--- config.mk ---
export PLATFORM = sky130hd
export DESIGN_NAME = burst_prot_ctrl
export DESIGN_NICKNAME = d
export VERILOG_FILES = /design/src/rtl/burst_prot_pkg.sv /design/src/rtl/comparator_sync.sv /design/src/rtl/qual_timer.sv /design/src/rtl/burst_prot_ctrl.sv
export SDC_FILE = /design/constraint.sdc
export NUM_CORES = 1
export LEC_CHECK = 0
export BUFFER_PORTS_ARGS = -buffer_cell sky130_fd_sc_hd__buf_2
export CORE_MARGIN = 3
export CORE_UTILIZATION = 35
export CTS_CLUSTER_DIAMETER = 60
export CTS_CLUSTER_SIZE = 25
export DETAILED_ROUTE_END_ITERATION = 6
export HOLD_SLACK_MARGIN = 0.06
export PLACE_DENSITY = 0.56
export SLEW_MARGIN = 20
export SYNTH_ARGS = -nofsm -noshare
export SYNTH_HDL_FRONTEND = slang
export SYNTH_SLANG_ARGS = --single-unit
--- constraint.sdc ---
create_clock -name clk -period 2.41 [get_ports clk]
set_clock_uncertainty 0.2 [all_clocks]
set_input_delay 0.3615 -clock clk [delete_from_list [all_inputs] [get_ports clk]]
set_output_delay 0.3615 -clock clk [all_outputs]
set_load 0.1 [all_outputs]
--- src/rtl/burst_prot_pkg.sv ---
// Shared constants and types for the burst mode and protection controller
`default_nettype none
package burst_prot_pkg;

   // ------------------------------------------------------------
   // Clock and timing
   // ------------------------------------------------------------
   localparam int CLK_HZ = 50_000_000;

   localparam int BURST_ENTRY_BLANKING_MS = 24;
   localparam int BURST_ENTRY_BLANKING_CYC = BURST_ENTRY_BLANKING_MS * (CLK_HZ / 1000);
   localparam int OVERLOAD_BLANKING_MS = 30;
   localparam int OVERLOAD_BLANKING_CYC = OVERLOAD_BLANKING_MS * (CLK_HZ / 1000);
   localparam int SUPPLY_OV_QUAL_US = 10;
   localparam int SUPPLY_OV_QUAL_CYC = SUPPLY_OV_QUAL_US * (CLK_HZ / 1_000_000);
   localparam int OUTPUT_OVERVOLTAGE_BLANKING_US = 100;
   localparam int OUTPUT_OVERVOLTAGE_BLANKING_CYC =
      OUTPUT_OVERVOLTAGE_BLANKING_US * (CLK_HZ / 1_000_000);
   // Least time: rounded up to whole cycles
   localparam int SHORT_WINDING_BLANKING_NS = 190;
   localparam int SHORT_WINDING_BLANKING_CYC =
      (SHORT_WINDING_BLANKING_NS * (CLK_HZ / 1_000_000) + 999) / 1000;
   // Longest on-time: rounded down
   localparam int MAX_ON_LIMIT_US = 30;
   localparam int MAX_ON_LIMIT_CYC = MAX_ON_LIMIT_US * (CLK_HZ / 1_000_000);
   localparam int BURST_SWITCH_FREQUENCY_HZ = 52_000;
   localparam int BURST_PERIOD_CYC = CLK_HZ / BURST_SWITCH_FREQUENCY_HZ;
   localparam int BURST_MAX_DUTY_PCT = 50;
   localparam int BURST_MAX_ON_CYC = BURST_PERIOD_CYC * BURST_MAX_DUTY_PCT / 100;

   // ------------------------------------------------------------
   // Valley counter
   // ------------------------------------------------------------
   localparam int VALLEY_W = 3;
   localparam logic [2:0] BURST_ENTRY_VALLEY_COUNT = 3'h7;
   localparam logic [2:0] VALLEY_RELOAD_VALUE = 3'h1;

   // ------------------------------------------------------------
   // Comparator input bit positions
   // ------------------------------------------------------------
   localparam int CMP_W = 12;
   localparam int CMP_FB_ENTRY = 0;
   localparam int CMP_FB_RESUME = 1;
   localparam int CMP_FB_PAUSE = 2;
   localparam int CMP_FB_EXIT = 3;
   localparam int CMP_CS_BURST = 4;
   localparam int CMP_CS_SHORT = 5;
   localparam int CMP_ZC_OV = 6;
   localparam int CMP_VCC_OFF = 7;
   localparam int CMP_VCC_ON = 8;
   localparam int CMP_VCC_OV = 9;
   localparam int CMP_VCC_PD = 10;
   localparam int CMP_OVERTEMP = 11;

   // ------------------------------------------------------------
   // Register map (byte addresses)
   // ------------------------------------------------------------
   localparam int ADDR_W = 8;
   localparam logic [7:0] CTRL_ADDR = 8'h00;
   localparam logic [7:0] STATUS_ADDR = 8'h04;
   localparam logic [7:0] FAULT_ADDR = 8'h08;
   localparam int CTRL_BURST_ALLOW_BIT = 0;
   localparam logic CTRL_BURST_ALLOW_RESET = 1'b1;
   localparam int FAULT_W = 6;
   localparam int FAULT_UV = 0;
   localparam int FAULT_VCC_OV = 1;
   localparam int FAULT_OVERLOAD = 2;
   localparam int FAULT_OVERTEMP = 3;
   localparam int FAULT_OUT_OV = 4;
   localparam int FAULT_SHORT = 5;
   localparam int STATUS_STATE_LSB = 0;
   localparam int STATUS_GATE_BIT = 4;
   localparam int STATUS_STARTUP_BIT = 5;

   typedef enum logic [2:0] {
      STARTUP,
      RUN_NORMAL,
      BURST_PAUSE,
      BURST_SWITCH,
      AUTO_RESTART,
      LATCHED
   } ctrl_state_type;

endpackage
`default_nettype wire

--- src/rtl/comparator_sync.sv ---
// Two-flop synchroniser for the comparator outputs
`default_nettype none
module comparator_sync #(
   parameter int WIDTH = 1
) (
   input wire logic clk,
   input wire logic srst,
   input wire logic [WIDTH-1:0] async,
   output logic [WIDTH-1:0] sync
);
   logic [WIDTH-1:0] stage;

   // First stage feeds only the second
   always_ff @(posedge clk) begin
      if (srst) begin
         stage <= '0;
         sync <= '0;
      end else begin
         stage <= async;
         sync <= stage;
      end
   end
endmodule
`default_nettype wire

--- src/rtl/qual_timer.sv ---
// Qualification timer: flags a condition held for COUNT cycles
`default_nettype none
module qual_timer #(
   parameter int COUNT = 4
) (
   input wire logic clk,
   input wire logic srst,
   input wire logic cond,
   output logic done
);
   localparam int W = $clog2(COUNT + 1);
   localparam logic [W-1:0] LIMIT = W'(COUNT);

   logic [W-1:0] count;

   // Any drop of the condition starts the wait over
   always_ff @(posedge clk) begin
      if (srst || !cond) begin
         count <= '0;
      end else if (count != LIMIT) begin
         count <= count + W'(1);
      end
   end

   assign done = cond && (count == LIMIT);
endmodule
`default_nettype wire

--- src/rtl/burst_prot_ctrl.sv ---
// Burst mode switching and protection supervisor of a flyback controller
//
// Contract
// - Enter burst when feedback low and valley count 7, both held 24 ms.
// - In burst pause, feedback above resume level restores bias and switching.
// - Burst turn-on comes from a fixed 52 kHz timer.
// - Burst on-pulse ends when current reaches the burst peak level.
// - Burst on-pulse also ends at 50% duty; first terminator wins.
// - Feedback at pause level removes bias and stops burst switching.
// - Feedback above exit level leaves burst and restores full current limit.
// - On leaving burst, load the valley counter with one.
// - Supply undervoltage or overvoltage resets control and holds switch off; overvoltage here acts only in normal mode, via the 10 us auto-restart.
// - Below turn-off enable startup cell; above turn-on restart with soft-start.
// - Supply overvoltage held 10 us in normal mode gives auto-restart.
// - Feedback above overload level for 30 ms gives auto-restart.
// - Controller over-temperature gives auto-restart.
// - Overload, over-temperature and short-winding checks are off in burst.
// - Zero-cross overvoltage held 100 us during off-time latches off.
// - Only supply power-down releases the latched-off state.
// - Short-winding current held past 190 ns during on-time latches off.
// - While latched, startup cell cycles between turn-off and turn-on levels.
// - Gate high beyond the maximum on-time is turned off at once.
//
// The plain strobed port and the placing of the registers are this design's own decisions.
`default_nettype none
module burst_prot_ctrl
   import burst_prot_pkg::*;
#(
   parameter int ENTRY_BLANKING_CYC = BURST_ENTRY_BLANKING_CYC,
   parameter int OVERLOAD_CYC = OVERLOAD_BLANKING_CYC,
   parameter int OUTPUT_OV_CYC = OUTPUT_OVERVOLTAGE_BLANKING_CYC
) (
   input wire logic clk,
   input wire logic srst,
   input wire logic fbBelowEntry,
   input wire logic fbAboveResume,
   input wire logic fbBelowPause,
   input wire logic fbAboveExit,
   input wire logic csBurstPeak,
   input wire logic csShortWinding,
   input wire logic zcOverVoltage,
   input wire logic supplyBelowOff,
   input wire logic supplyAboveOn,
   input wire logic supplyOverVoltage,
   input wire logic supplyPowerDown,
   input wire logic overTemp,
   input wire logic normalGateReq,
   input wire logic [2:0] valleyCount,
   output logic gateDrive,
   output logic startupCellOn,
   output logic biasEnable,
   output logic burstActive,
   output logic fullCurrentLimit,
   output logic softStartPulse,
   output logic valleyLoad,
   output logic [2:0] valleyLoadValue,
   input wire logic [7:0] regAddr,
   input wire logic [31:0] regWdata,
   input wire logic regWrite,
   input wire logic regRead,
   output logic [31:0] regRdata
);

   // ------------------------------------------------------------
   // Input synchronisation
   // ------------------------------------------------------------
   logic [CMP_W-1:0] cmpRaw;
   logic [CMP_W-1:0] cmp;

   assign cmpRaw[CMP_FB_ENTRY] = fbBelowEntry;
   assign cmpRaw[CMP_FB_RESUME] = fbAboveResume;
   assign cmpRaw[CMP_FB_PAUSE] = fbBelowPause;
   assign cmpRaw[CMP_FB_EXIT] = fbAboveExit;
   assign cmpRaw[CMP_CS_BURST] = csBurstPeak;
   assign cmpRaw[CMP_CS_SHORT] = csShortWinding;
   assign cmpRaw[CMP_ZC_OV] = zcOverVoltage;
   assign cmpRaw[CMP_VCC_OFF] = supplyBelowOff;
   assign cmpRaw[CMP_VCC_ON] = supplyAboveOn;
   assign cmpRaw[CMP_VCC_OV] = supplyOverVoltage;
   assign cmpRaw[CMP_VCC_PD] = supplyPowerDown;
   assign cmpRaw[CMP_OVERTEMP] = overTemp;

   comparator_sync #(
      .WIDTH(CMP_W)
   ) inputSync (
      .clk(clk),
      .srst(srst),
      .async(cmpRaw),
      .sync(cmp)
   );

   // ------------------------------------------------------------
   // State and qualification timers
   // ------------------------------------------------------------
   ctrl_state_type state;
   ctrl_state_type next_state;
   logic burstAllow;
   logic inBurst;
   logic entryDone;
   logic supplyOvDone;
   logic overloadDone;
   logic outOvDone;
   logic shortDone;
   logic running;

   assign inBurst = (state == BURST_PAUSE) || (state == BURST_SWITCH);
   assign running = (state == RUN_NORMAL) || inBurst;

   // Entry conditions held for the blanking time
   qual_timer #(
      .COUNT(ENTRY_BLANKING_CYC)
   ) entryTimer (
      .clk(clk),
      .srst(srst),
      .cond(state == RUN_NORMAL && burstAllow && cmp[CMP_FB_ENTRY]
            && valleyCount == BURST_ENTRY_VALLEY_COUNT),
      .done(entryDone)
   );

   // Supply overvoltage qualified in normal mode only
   qual_timer #(
      .COUNT(SUPPLY_OV_QUAL_CYC)
   ) supplyOvTimer (
      .clk(clk),
      .srst(srst),
      .cond(state == RUN_NORMAL && cmp[CMP_VCC_OV]),
      .done(supplyOvDone)
   );

   qual_timer #(
      .COUNT(OVERLOAD_CYC)
   ) overloadTimer (
      .clk(clk),
      .srst(srst),
      .cond(state == RUN_NORMAL && cmp[CMP_FB_EXIT]),
      .done(overloadDone)
   );

   // Output overvoltage watched during off-time only
   qual_timer #(
      .COUNT(OUTPUT_OV_CYC)
   ) outOvTimer (
      .clk(clk),
      .srst(srst),
      .cond(running && !gateDrive && cmp[CMP_ZC_OV]),
      .done(outOvDone)
   );

   // Short winding during on-time; masked during burst
   qual_timer #(
      .COUNT(SHORT_WINDING_BLANKING_CYC)
   ) shortTimer (
      .clk(clk),
      .srst(srst),
      .cond(state == RUN_NORMAL && gateDrive && cmp[CMP_CS_SHORT]),
      .done(shortDone)
   );

   // ------------------------------------------------------------
   // Supervisor state machine
   // ------------------------------------------------------------
   logic autoRestartEvt;
   logic latchEvt;

   // Over-temperature acts at once; not in burst
   assign autoRestartEvt = supplyOvDone || overloadDone
                           || (state == RUN_NORMAL && cmp[CMP_OVERTEMP]);
   assign latchEvt = outOvDone || shortDone;

   always_comb begin
      next_state = state;
      unique case (state)
         STARTUP: begin
            // Fresh start once supply is above turn-on
            if (cmp[CMP_VCC_ON]) begin
               next_state = RUN_NORMAL;
            end
         end
         RUN_NORMAL, BURST_PAUSE, BURST_SWITCH: begin
            if (latchEvt) begin
               next_state = LATCHED;
            end else if (cmp[CMP_VCC_OFF]) begin
               next_state = STARTUP;
            end else if (autoRestartEvt) begin
               // Overvoltage also lands here via the qualified event
               next_state = AUTO_RESTART;
            end else if (state == RUN_NORMAL) begin
               if (entryDone) begin
                  next_state = BURST_PAUSE;
               end
            end else if (cmp[CMP_FB_EXIT]) begin
               next_state = RUN_NORMAL;
            end else if (state == BURST_PAUSE && cmp[CMP_FB_RESUME]) begin
               next_state = BURST_SWITCH;
            end else if (state == BURST_SWITCH && cmp[CMP_FB_PAUSE]) begin
               next_state = BURST_PAUSE;
            end
         end
         AUTO_RESTART: begin
            // Wait for the supply to collapse, then recharge from startup
            if (cmp[CMP_VCC_OFF]) begin
               next_state = STARTUP;
            end
         end
         LATCHED: begin
            next_state = LATCHED;
         end
         default: begin
            next_state = STARTUP;
         end
      endcase
      // Power-down is the only way out of the latch
      if (cmp[CMP_VCC_PD]) begin
         next_state = STARTUP;
      end
   end

   always_ff @(posedge clk) begin
      if (srst) begin
         state <= STARTUP;
      end else begin
         state <= next_state;
      end
   end

   always_ff @(posedge clk) begin
      if (srst) begin
         softStartPulse <= 1'b0;
         valleyLoad <= 1'b0;
      end else begin
         softStartPulse <= (state == STARTUP) && (next_state == RUN_NORMAL);
         valleyLoad <= inBurst && (next_state == RUN_NORMAL);
      end
   end

   assign valleyLoadValue = VALLEY_RELOAD_VALUE;

   // ------------------------------------------------------------
   // Startup cell hysteresis
   // ------------------------------------------------------------
   logic charging;

   // Cell on at turn-off level, off at turn-on level
   always_ff @(posedge clk) begin
      if (srst) begin
         charging <= 1'b1;
      end else if (cmp[CMP_VCC_OFF]) begin
         charging <= 1'b1;
      end else if (cmp[CMP_VCC_ON]) begin
         charging <= 1'b0;
      end
   end

   // ------------------------------------------------------------
   // Burst PWM timer
   // ------------------------------------------------------------
   localparam int PW = $clog2(BURST_PERIOD_CYC);
   localparam logic [PW-1:0] PERIOD_LAST = PW'(BURST_PERIOD_CYC - 1);
   localparam logic [PW-1:0] DUTY_LIMIT = PW'(BURST_MAX_ON_CYC);

   logic [PW-1:0] burstPhase;

   always_ff @(posedge clk) begin
      if (srst || state != BURST_SWITCH || burstPhase == PERIOD_LAST) begin
         burstPhase <= '0;
      end else begin
         burstPhase <= burstPhase + PW'(1);
      end
   end

   // ------------------------------------------------------------
   // Gate drive
   // ------------------------------------------------------------
   localparam int OW = $clog2(MAX_ON_LIMIT_CYC + 1);
   localparam logic [OW-1:0] ON_LIMIT = OW'(MAX_ON_LIMIT_CYC);

   logic [OW-1:0] onTime;
   logic onExpired;
   logic normalBlock;
   logic next_gate;

   assign onExpired = gateDrive && (onTime == ON_LIMIT);

   always_ff @(posedge clk) begin
      if (srst || !gateDrive) begin
         onTime <= '0;
      end else if (onTime != ON_LIMIT) begin
         onTime <= onTime + OW'(1);
      end
   end

   // Holds normal gating off until the request itself drops
   always_ff @(posedge clk) begin
      if (srst || !normalGateReq) begin
         normalBlock <= 1'b0;
      end else if (onExpired) begin
         normalBlock <= 1'b1;
      end
   end

   always_comb begin
      next_gate = 1'b0;
      if (next_state == RUN_NORMAL && state == RUN_NORMAL) begin
         next_gate = normalGateReq && !normalBlock;
      end else if (next_state == BURST_SWITCH && state == BURST_SWITCH) begin
         if (burstPhase == PERIOD_LAST) begin
            next_gate = 1'b1;
         end else if (gateDrive) begin
            // Current peak or duty limit, whichever first
            next_gate = !cmp[CMP_CS_BURST] && (burstPhase < DUTY_LIMIT - PW'(1));
         end
      end
      if (onExpired) begin
         next_gate = 1'b0;
      end
   end

   // Any state change drops the gate
   always_ff @(posedge clk) begin
      if (srst) begin
         gateDrive <= 1'b0;
      end else begin
         gateDrive <= next_gate;
      end
   end

   // ------------------------------------------------------------
   // Status outputs
   // ------------------------------------------------------------
   always_ff @(posedge clk) begin
      if (srst) begin
         startupCellOn <= 1'b1;
         biasEnable <= 1'b0;
         burstActive <= 1'b0;
         fullCurrentLimit <= 1'b1;
      end else begin
         startupCellOn <= charging && !(next_state == RUN_NORMAL || next_state == BURST_PAUSE
                                        || next_state == BURST_SWITCH);
         biasEnable <= next_state == RUN_NORMAL || next_state == BURST_SWITCH;
         burstActive <= next_state == BURST_PAUSE || next_state == BURST_SWITCH;
         fullCurrentLimit <= !(next_state == BURST_PAUSE || next_state == BURST_SWITCH);
      end
   end

   // ------------------------------------------------------------
   // Register port
   // ------------------------------------------------------------
   logic [FAULT_W-1:0] faults;
   logic [FAULT_W-1:0] faultSet;
   logic [FAULT_W-1:0] faultClr;

   assign faultSet[FAULT_UV] = running && cmp[CMP_VCC_OFF];
   assign faultSet[FAULT_VCC_OV] = supplyOvDone;
   assign faultSet[FAULT_OVERLOAD] = overloadDone;
   assign faultSet[FAULT_OVERTEMP] = state == RUN_NORMAL && cmp[CMP_OVERTEMP];
   assign faultSet[FAULT_OUT_OV] = outOvDone;
   assign faultSet[FAULT_SHORT] = shortDone;
   assign faultClr = (regWrite && regAddr == FAULT_ADDR) ? regWdata[FAULT_W-1:0] : '0;

   // Sticky causes; a new event beats a clear in the same cycle
   always_ff @(posedge clk) begin
      if (srst) begin
         faults <= '0;
      end else begin
         faults <= (faults & ~faultClr) | faultSet;
      end
   end

   // Software may forbid burst entry
   always_ff @(posedge clk) begin
      if (srst) begin
         burstAllow <= CTRL_BURST_ALLOW_RESET;
      end else if (regWrite && regAddr == CTRL_ADDR) begin
         burstAllow <= regWdata[CTRL_BURST_ALLOW_BIT];
      end
   end

   always_ff @(posedge clk) begin
      if (srst) begin
         regRdata <= '0;
      end else begin
         regRdata <= '0;
         if (regRead) begin
            unique case (regAddr)
               CTRL_ADDR: begin
                  regRdata[CTRL_BURST_ALLOW_BIT] <= burstAllow;
               end
               STATUS_ADDR: begin
                  regRdata[STATUS_STATE_LSB +: 3] <= state;
                  regRdata[STATUS_GATE_BIT] <= gateDrive;
                  regRdata[STATUS_STARTUP_BIT] <= startupCellOn;
               end
               FAULT_ADDR: begin
                  regRdata[FAULT_W-1:0] <= faults;
               end
               default: begin
                  regRdata <= '0;
               end
            endcase
         end
      end
   end

endmodule
`default_nettype wire

# Yosys cells after proc, flatten, opt, wreduce, memory -nomap -nowiden

Index checks and enable logic that the tools add are counted.

Register bits: 164
Latch bits: 0
Memory bits (writable): 0
Memory bits (read-only): 0
Bits of input ports: 60
Output and inout bits: 42
Word-level logic and storage cells: 146
Memories: 0

$add $sub $neg: 7
$mul: 0
Divide/modulo/power cells: 0
$lt $le $gt $ge: 1
Equal/unequal tests: 25
Shift-type cells: 0
Multiplexer cells: 20
Bitwise logic cells: 5
Reduce and logical (&&, ||, !) cells: 64

Operators by type and width:

| cell                                                                  | number |
|---|---|
| 21-bit by 1-bit adder with 21-bit output, second input constant       | 2 |
| 21-bit equality test, second input constant                           | 2 |
| 21-bit inequality test, second input constant                         | 2 |
| 3-bit 2-to-1 mux                                                      | 11 |
| 1-bit logical AND                                                     | 28 |
| 1-bit logical OR                                                      | 18 |
| 13-bit by 1-bit adder with 13-bit output, second input constant       | 1 |
| 13-bit equality test, second input constant                           | 1 |
| 13-bit inequality test, second input constant                         | 1 |
| 3-bit by 2-bit equality test with 1-bit output, second input constant | 4 |
| 3-bit one-hot mux with 4 select lines                                 | 1 |
| 11-bit by 1-bit adder with 11-bit output, second input constant       | 1 |
| 11-bit equality test, second input constant                           | 1 |
| 1-bit logical NOT                                                     | 11 |
| 11-bit inequality test, second input constant                         | 1 |
| 10-bit by 1-bit adder with 10-bit output, second input constant       | 1 |
| 10-bit equality test, second input constant                           | 1 |
| 10-bit by 9-bit < comparator with 1-bit output, second input constant | 1 |
| 9-bit by 1-bit adder with 9-bit output, second input constant         | 1 |
| 3-bit equality test, second input constant                            | 3 |
| 9-bit equality test, second input constant                            | 1 |
| 9-bit inequality test, second input constant                          | 1 |
| 8-bit by 3-bit equality test with 1-bit output, second input constant | 1 |
| 8-bit by 4-bit equality test with 1-bit output, second input constant | 1 |
| other kinds (17)                                                      | 26 |

# Depth between registers and ports, before layout

Depth in word-level cells: 17
Depth in mapped cells: 9
Depth with buffers taken out: 8

# By module

Synthesis repeated with hierarchy kept, for this count alone.

Cells, all modules: 723
Area total of the unflattened synthesis: 6480.0 sq um

By module, submodules not included:

| module                      | instances | cells an instance | area each (sq um) | seq. area each (sq um) |
|---|---|---|---|---|
| burst_prot_ctrl             | 1         | 283               | 2389.8            | 920.9 |
| qual_timer at overloadTimer | 1         | 119               | 1041.0            | 420.4 |
| qual_timer at entryTimer    | 1         | 121               | 1037.2            | 420.4 |
| comparator_sync             | 1         | 50                | 693.2             | 480.5 |
| qual_timer at outOvTimer    | 1         | 78                | 673.1             | 260.2 |
| qual_timer at supplyOvTimer | 1         | 50                | 434.2             | 180.2 |
| qual_timer at shortTimer    | 1         | 22                | 211.5             | 80.1 |

# Worst setup path before layout

OpenSTA, ideal clock, no wires.

Path kind: reg2reg
Start: register gateDrive
End: register gateDrive
Setup time: 0.080 ns
Arrival time: 2.314 ns
Required time: 2.130 ns
Setup slack: -0.184 ns
Cell stages (with the launch flop): 7
Path buffers: 1
Clock period less this slack: 2.594 ns
Path through: dfxtp_1 -> clkbuf_1 -> nor3b_1 -> a211oi_2 -> o221ai_2 -> a2111o_1 -> a211oi_2

Word-level cells in the longest chain between the ends: 12
Elaborated cells on any way between the ends: 21
Classes of those cells: 2 x eq/ne; 7 x mux; 12 x reduce/logical

Ends and longest elaborated chain:

| item                                           | RTL line               | source |
|---|---|---|
| start, declared                                | burst_prot_ctrl.sv:49  | `output logic gateDrive,` |
| start signal, assigned                         | burst_prot_ctrl.sv:323 | `gateDrive <= next_gate;` |
| 1-bit logical NOT                              | burst_prot_ctrl.sv:145 | `.cond(running && !gateDrive && cmp[CMP_ZC_OV]),` |
| 1-bit logical AND (2 in a row)                 | burst_prot_ctrl.sv:145 |  |
| 1-bit logical AND                              | qual_timer.sv:25       | `assign done = cond && (count == LIMIT);` |
| 1-bit logical OR                               | burst_prot_ctrl.sv:168 | `assign latchEvt = outOvDone \|\| shortDone;` |
| 3-bit 2-to-1 mux                               | burst_prot_ctrl.sv:180 | `if (latchEvt) begin` |
| 3-bit one-hot mux with 4 select lines          | burst_prot_ctrl.sv:172 | `unique case (state)` |
| 3-bit 2-to-1 mux                               | burst_prot_ctrl.sv:213 | `if (cmp[CMP_VCC_PD]) begin` |
| 3-bit by 2-bit equality test with 1-bit output | burst_prot_ctrl.sv:305 | `end else if (next_state == BURST_SWITCH && state == BURST_SWITCH) begin` |
| 1-bit logical AND                              | burst_prot_ctrl.sv:305 |  |
| 1-bit 2-to-1 mux                               | burst_prot_ctrl.sv:305 |  |
| 1-bit 2-to-1 mux                               | burst_prot_ctrl.sv:303 | `if (next_state == RUN_NORMAL && state == RUN_NORMAL) begin` |

Several ways; a longest one is shown, not always the timed one.
A chain may end at the register's enable or synchronous reset.

# Final worst setup path

Start: register entryTimer.count[1]
End: register gateDrive

Word-level cells in the longest chain between the ends: 13
Elaborated cells on any way between the ends: 15
Classes of those cells: 3 x eq/ne; 9 x mux; 3 x reduce/logical

Ends and longest elaborated chain:

| item                                           | RTL line               | source |
|---|---|---|
| start, declared                                | qual_timer.sv:14       | `logic [W-1:0] count;` |
| start signal, assigned                         | qual_timer.sv:21       | `count <= count + W'(1);` |
| 21-bit equality test *                         | qual_timer.sv:25       |  |
| 1-bit logical AND *                            | qual_timer.sv:25       |  |
| 3-bit 2-to-1 mux *                             | burst_prot_ctrl.sv:188 | `if (entryDone) begin` |
| 3-bit 2-to-1 mux *                             | burst_prot_ctrl.sv:187 | `end else if (state == RUN_NORMAL) begin` |
| 3-bit 2-to-1 mux *                             | burst_prot_ctrl.sv:184 | `end else if (autoRestartEvt) begin` |
| 3-bit 2-to-1 mux *                             | burst_prot_ctrl.sv:182 | `end else if (cmp[CMP_VCC_OFF]) begin` |
| 3-bit 2-to-1 mux *                             | burst_prot_ctrl.sv:180 |  |
| 3-bit one-hot mux with 4 select lines *        | burst_prot_ctrl.sv:172 |  |
| 3-bit 2-to-1 mux *                             | burst_prot_ctrl.sv:213 |  |
| 3-bit by 2-bit equality test with 1-bit output | burst_prot_ctrl.sv:305 |  |
| 1-bit logical AND                              | burst_prot_ctrl.sv:305 |  |
| 1-bit 2-to-1 mux                               | burst_prot_ctrl.sv:305 |  |
| 1-bit 2-to-1 mux *                             | burst_prot_ctrl.sv:303 |  |

Every way passes the cells marked *; elsewhere a longest branch is shown, timed or not.

==> reports/results.ini <==
[logic_synthesis]
syn_area_um2=6108
ys_warn_count=0
synth_cell_type_count=63
synthesis.instances=689
ys_seq_area_share_pct=45.23
synth_edf_count=0
synth-main-ff-cell=dfxtp_1
ys_ff_latch=138
avgSynthCellArea_um2=8.866
ys_async_sr_fraction_pct=0

[layout]
instances_no_fill=1011
final_nets=854
layout_common_cells=dfxtp_1, nor2_1, buf_2
layout_commonest_cell=dfxtp_1
syn2layout_area_growth_pct=21.51
drive_gt1_share_pct=16.94
num_antenna_cells=0

[critical_path]
crit_arrival_ns=2.37
start_kind=flop
slowest_delay_ns=0.32
crit_chain=inv_1 > ha_1 > nor4bb_4 > nand4_1 > buf_4 > nor4_2 > nor3_1 > o21ai_1 > buf_4 > a211oi_2
critical_path.most_common_cell=buf_4
cp.required_ns=2.50
slowest_stage=dfxtp_1
cp_max_fo=5
worst-r2r-cell-count=10
worstSetupPathType=reg -> reg
cp-end-kind=flop

[floorplan]
die_area_um2=19070
die_x_um=138.1
ios=102
core_area_um2=16820
dieHeight_um=138.1
start_util_pct=36.32
rows=47

[clock_network]
root_buffer=clkbuf_16
insertion_delay_ns=0.41
htree_levels=4
clkSinkCount=138
cts_tree=done
cts_made_buffers=17
clkTransAtPathRegs_ns=0.06
postCtsSetupRepairBufs=0
clockBufferDepth=2

[drt]
dr.pass1.iters=4
vias=4801
routedWlPerCell_um=12.32
drt_iter0_drc=167
antenna_left=0
vias_per_cell=4.749
drt-total-wl_um=12450
drc_errors=0

[job]
drv_cap=0

[timing]
fin_crit_ns=2.282
hold_viol_final=0
rsz0062_at_grt=no
tns_ns=0
setup_viol=0
fmax_mhz=438.1
drv_slew=0
fin_ws_ns=0.1277
timing.hold.ws_ns=0.1098
min_period_over_period_pct=94.70

[placed_design]
gp_congestion=0.8784
place.port_buffers=46
place_hpwl_um=9257
place_inst=963
post-place-ws_ns=0.04835

[power]
leakage_nw=2.720
peakVddDrop_mv=0.4722
powerDensity_nw_per_um2=691.4

[global_routing]
grt_pass1_wl_um=21600
grt_use_total_pct=13.40
grt_max_degree=22
grt-ovfl-total=0
antenna_found_initial=0
grt_pass1_vias=4738

[worst_hold_path]
holdCritPathClass=in -> reg
hold_depth=4

[outcome]
status=completed

==> Yosys cell counts (all sizes together) (3+ instances only) <==
library cell,number,area (um^2)
and3,19,125.1
o21bai,4,41.29
clkbuf,16,60.06
nand2,43,161.4
nor2b,30,187.7
and2,4,26.28
nand2b,5,31.28
buf,33,261.5
ha,14,175.2
or2,4,25.03
nor4bb,5,50.05
xnor2,22,192.7
mux2i,7,70.07
a21oi,21,105.1
or3,12,76.33
nor3b,4,35.03
nor4b,3,26.28
nor3,11,55.05
a22oi,6,45.04
o21ai,16,80.08
nand3,38,195.2
nor4,6,43.79
nand3b,4,30.03
nor2,115,431.7
inv,24,90.09
nand4b,3,26.28
xor2,41,359.1
dfxtp,138,2763
nand4,12,75.07
a211oi,3,32.53
==> where the power goes <==
part / switching (W) / leakage [nW] / internal, W
clock: 0.000945 / 0.275 / 0.00154
combinational: 0.000264 / 1.33 / 0.0000714
sequential: 0.0000109 / 1.12 / 0.00230
==> final timing paths <==
path	from	to	slack, ns
worst max-delay path	entryTimer.count[1]	gateDrive	0.13
worst min-delay path	regWdata[5]	faults[5]	0.11
worst max register to register	entryTimer.count[1]	gateDrive	0.13
worst min register to register	inputSync.stage[5]	inputSync.sync[5]	0.23
==> layout make-up <==
class | instances | area, um^2
Fill cell | 1634 | 9397
Multi-Input combinational cell | 505 | 3083
Sequential cell | 138 | 2766
Timing Repair Buffer | 94 | 639.4
Clock buffer | 19 | 442.9
Tap cell | 220 | 275.3
Clock inverter | 11 | 125.1
Inverter | 24 | 90.09
==> per-stage QoR <==
step | instance area, um^2 | utilization (%) | power, W
floorplan | 6211 | - | 0.002658
global placement | 6620 | 39.36 | 0.002673
detailed placement | 6620 | 39.36 | 0.002676
CTS | 7386 | 43.91 | 0.005198
global route | 7422 | 44.13 | 0.005321
finish | 7422 | 44.13 | 0.005132
==> registers in the layout (all words and copies together) (netlist names), 3 cells and up <==
signal / count
entryTimer.count: 21
overloadTimer.count: 21
outOvTimer.count: 13
inputSync.stage: 12
inputSync.sync: 12
onTime: 11
burstPhase: 10
supplyOvTimer.count: 9
faults: 6
regRdata: 6
shortTimer.count: 4
state: 3
==> timing repair <==
item,in CTS,in global routing
hold endpoints to repair,20,0
resized for setup,3,9
pin swaps,1,3
hold buffers,18,0
endpoints found under the setup margin,5,7
==> critical path, delay by kind of cell (launching register included) <==
kind | cells | cell delay [ns]
DFF | 1 | 0.32
adders and majority gates | 1 | 0.14
AOI/OAI and AO/OA | 2 | 0.26
and+or+nand+nor | 4 | 0.80
buffers and inverters | 3 | 0.43
==> kinds of logic (layout without fill, tap and decap cells) <==
logic type / after synthesis / count (layout) / synth area share [%]
other: 2 / 29 / 0.1229
AND/OR/NAND/NOR: 328 / 328 / 27.73
buffers and inverters: 73 / 148 / 6.739
flip-flops: 138 / 138 / 45.23
XOR/XNOR: 63 / 63 / 9.033
adder cells (fa/ha/maj): 14 / 14 / 2.868
AO/OA/AOI/OAI: 62 / 62 / 6.760
multiplexers: 9 / 9 / 1.516
==> routing by layer <==
| metal | routed length, um | part of all wire, % | global-route usage (%) | up-vias |
|---|---|---|---|---|
| li1 | - | - | - | 2445 |
| met3 | 410 | 3.3 | 2.935 | 19 |
| met5 | 0 | 0 | 0 | - |
| met4 | 253 | 2.0 | 6.084 | 0 |
| met1 | 5548 | 45 | 15.91 | 2256 |
| met2 | 6242 | 50 | 23.18 | 81 |
No activity file was read; power rests on OpenSTA's default activity.
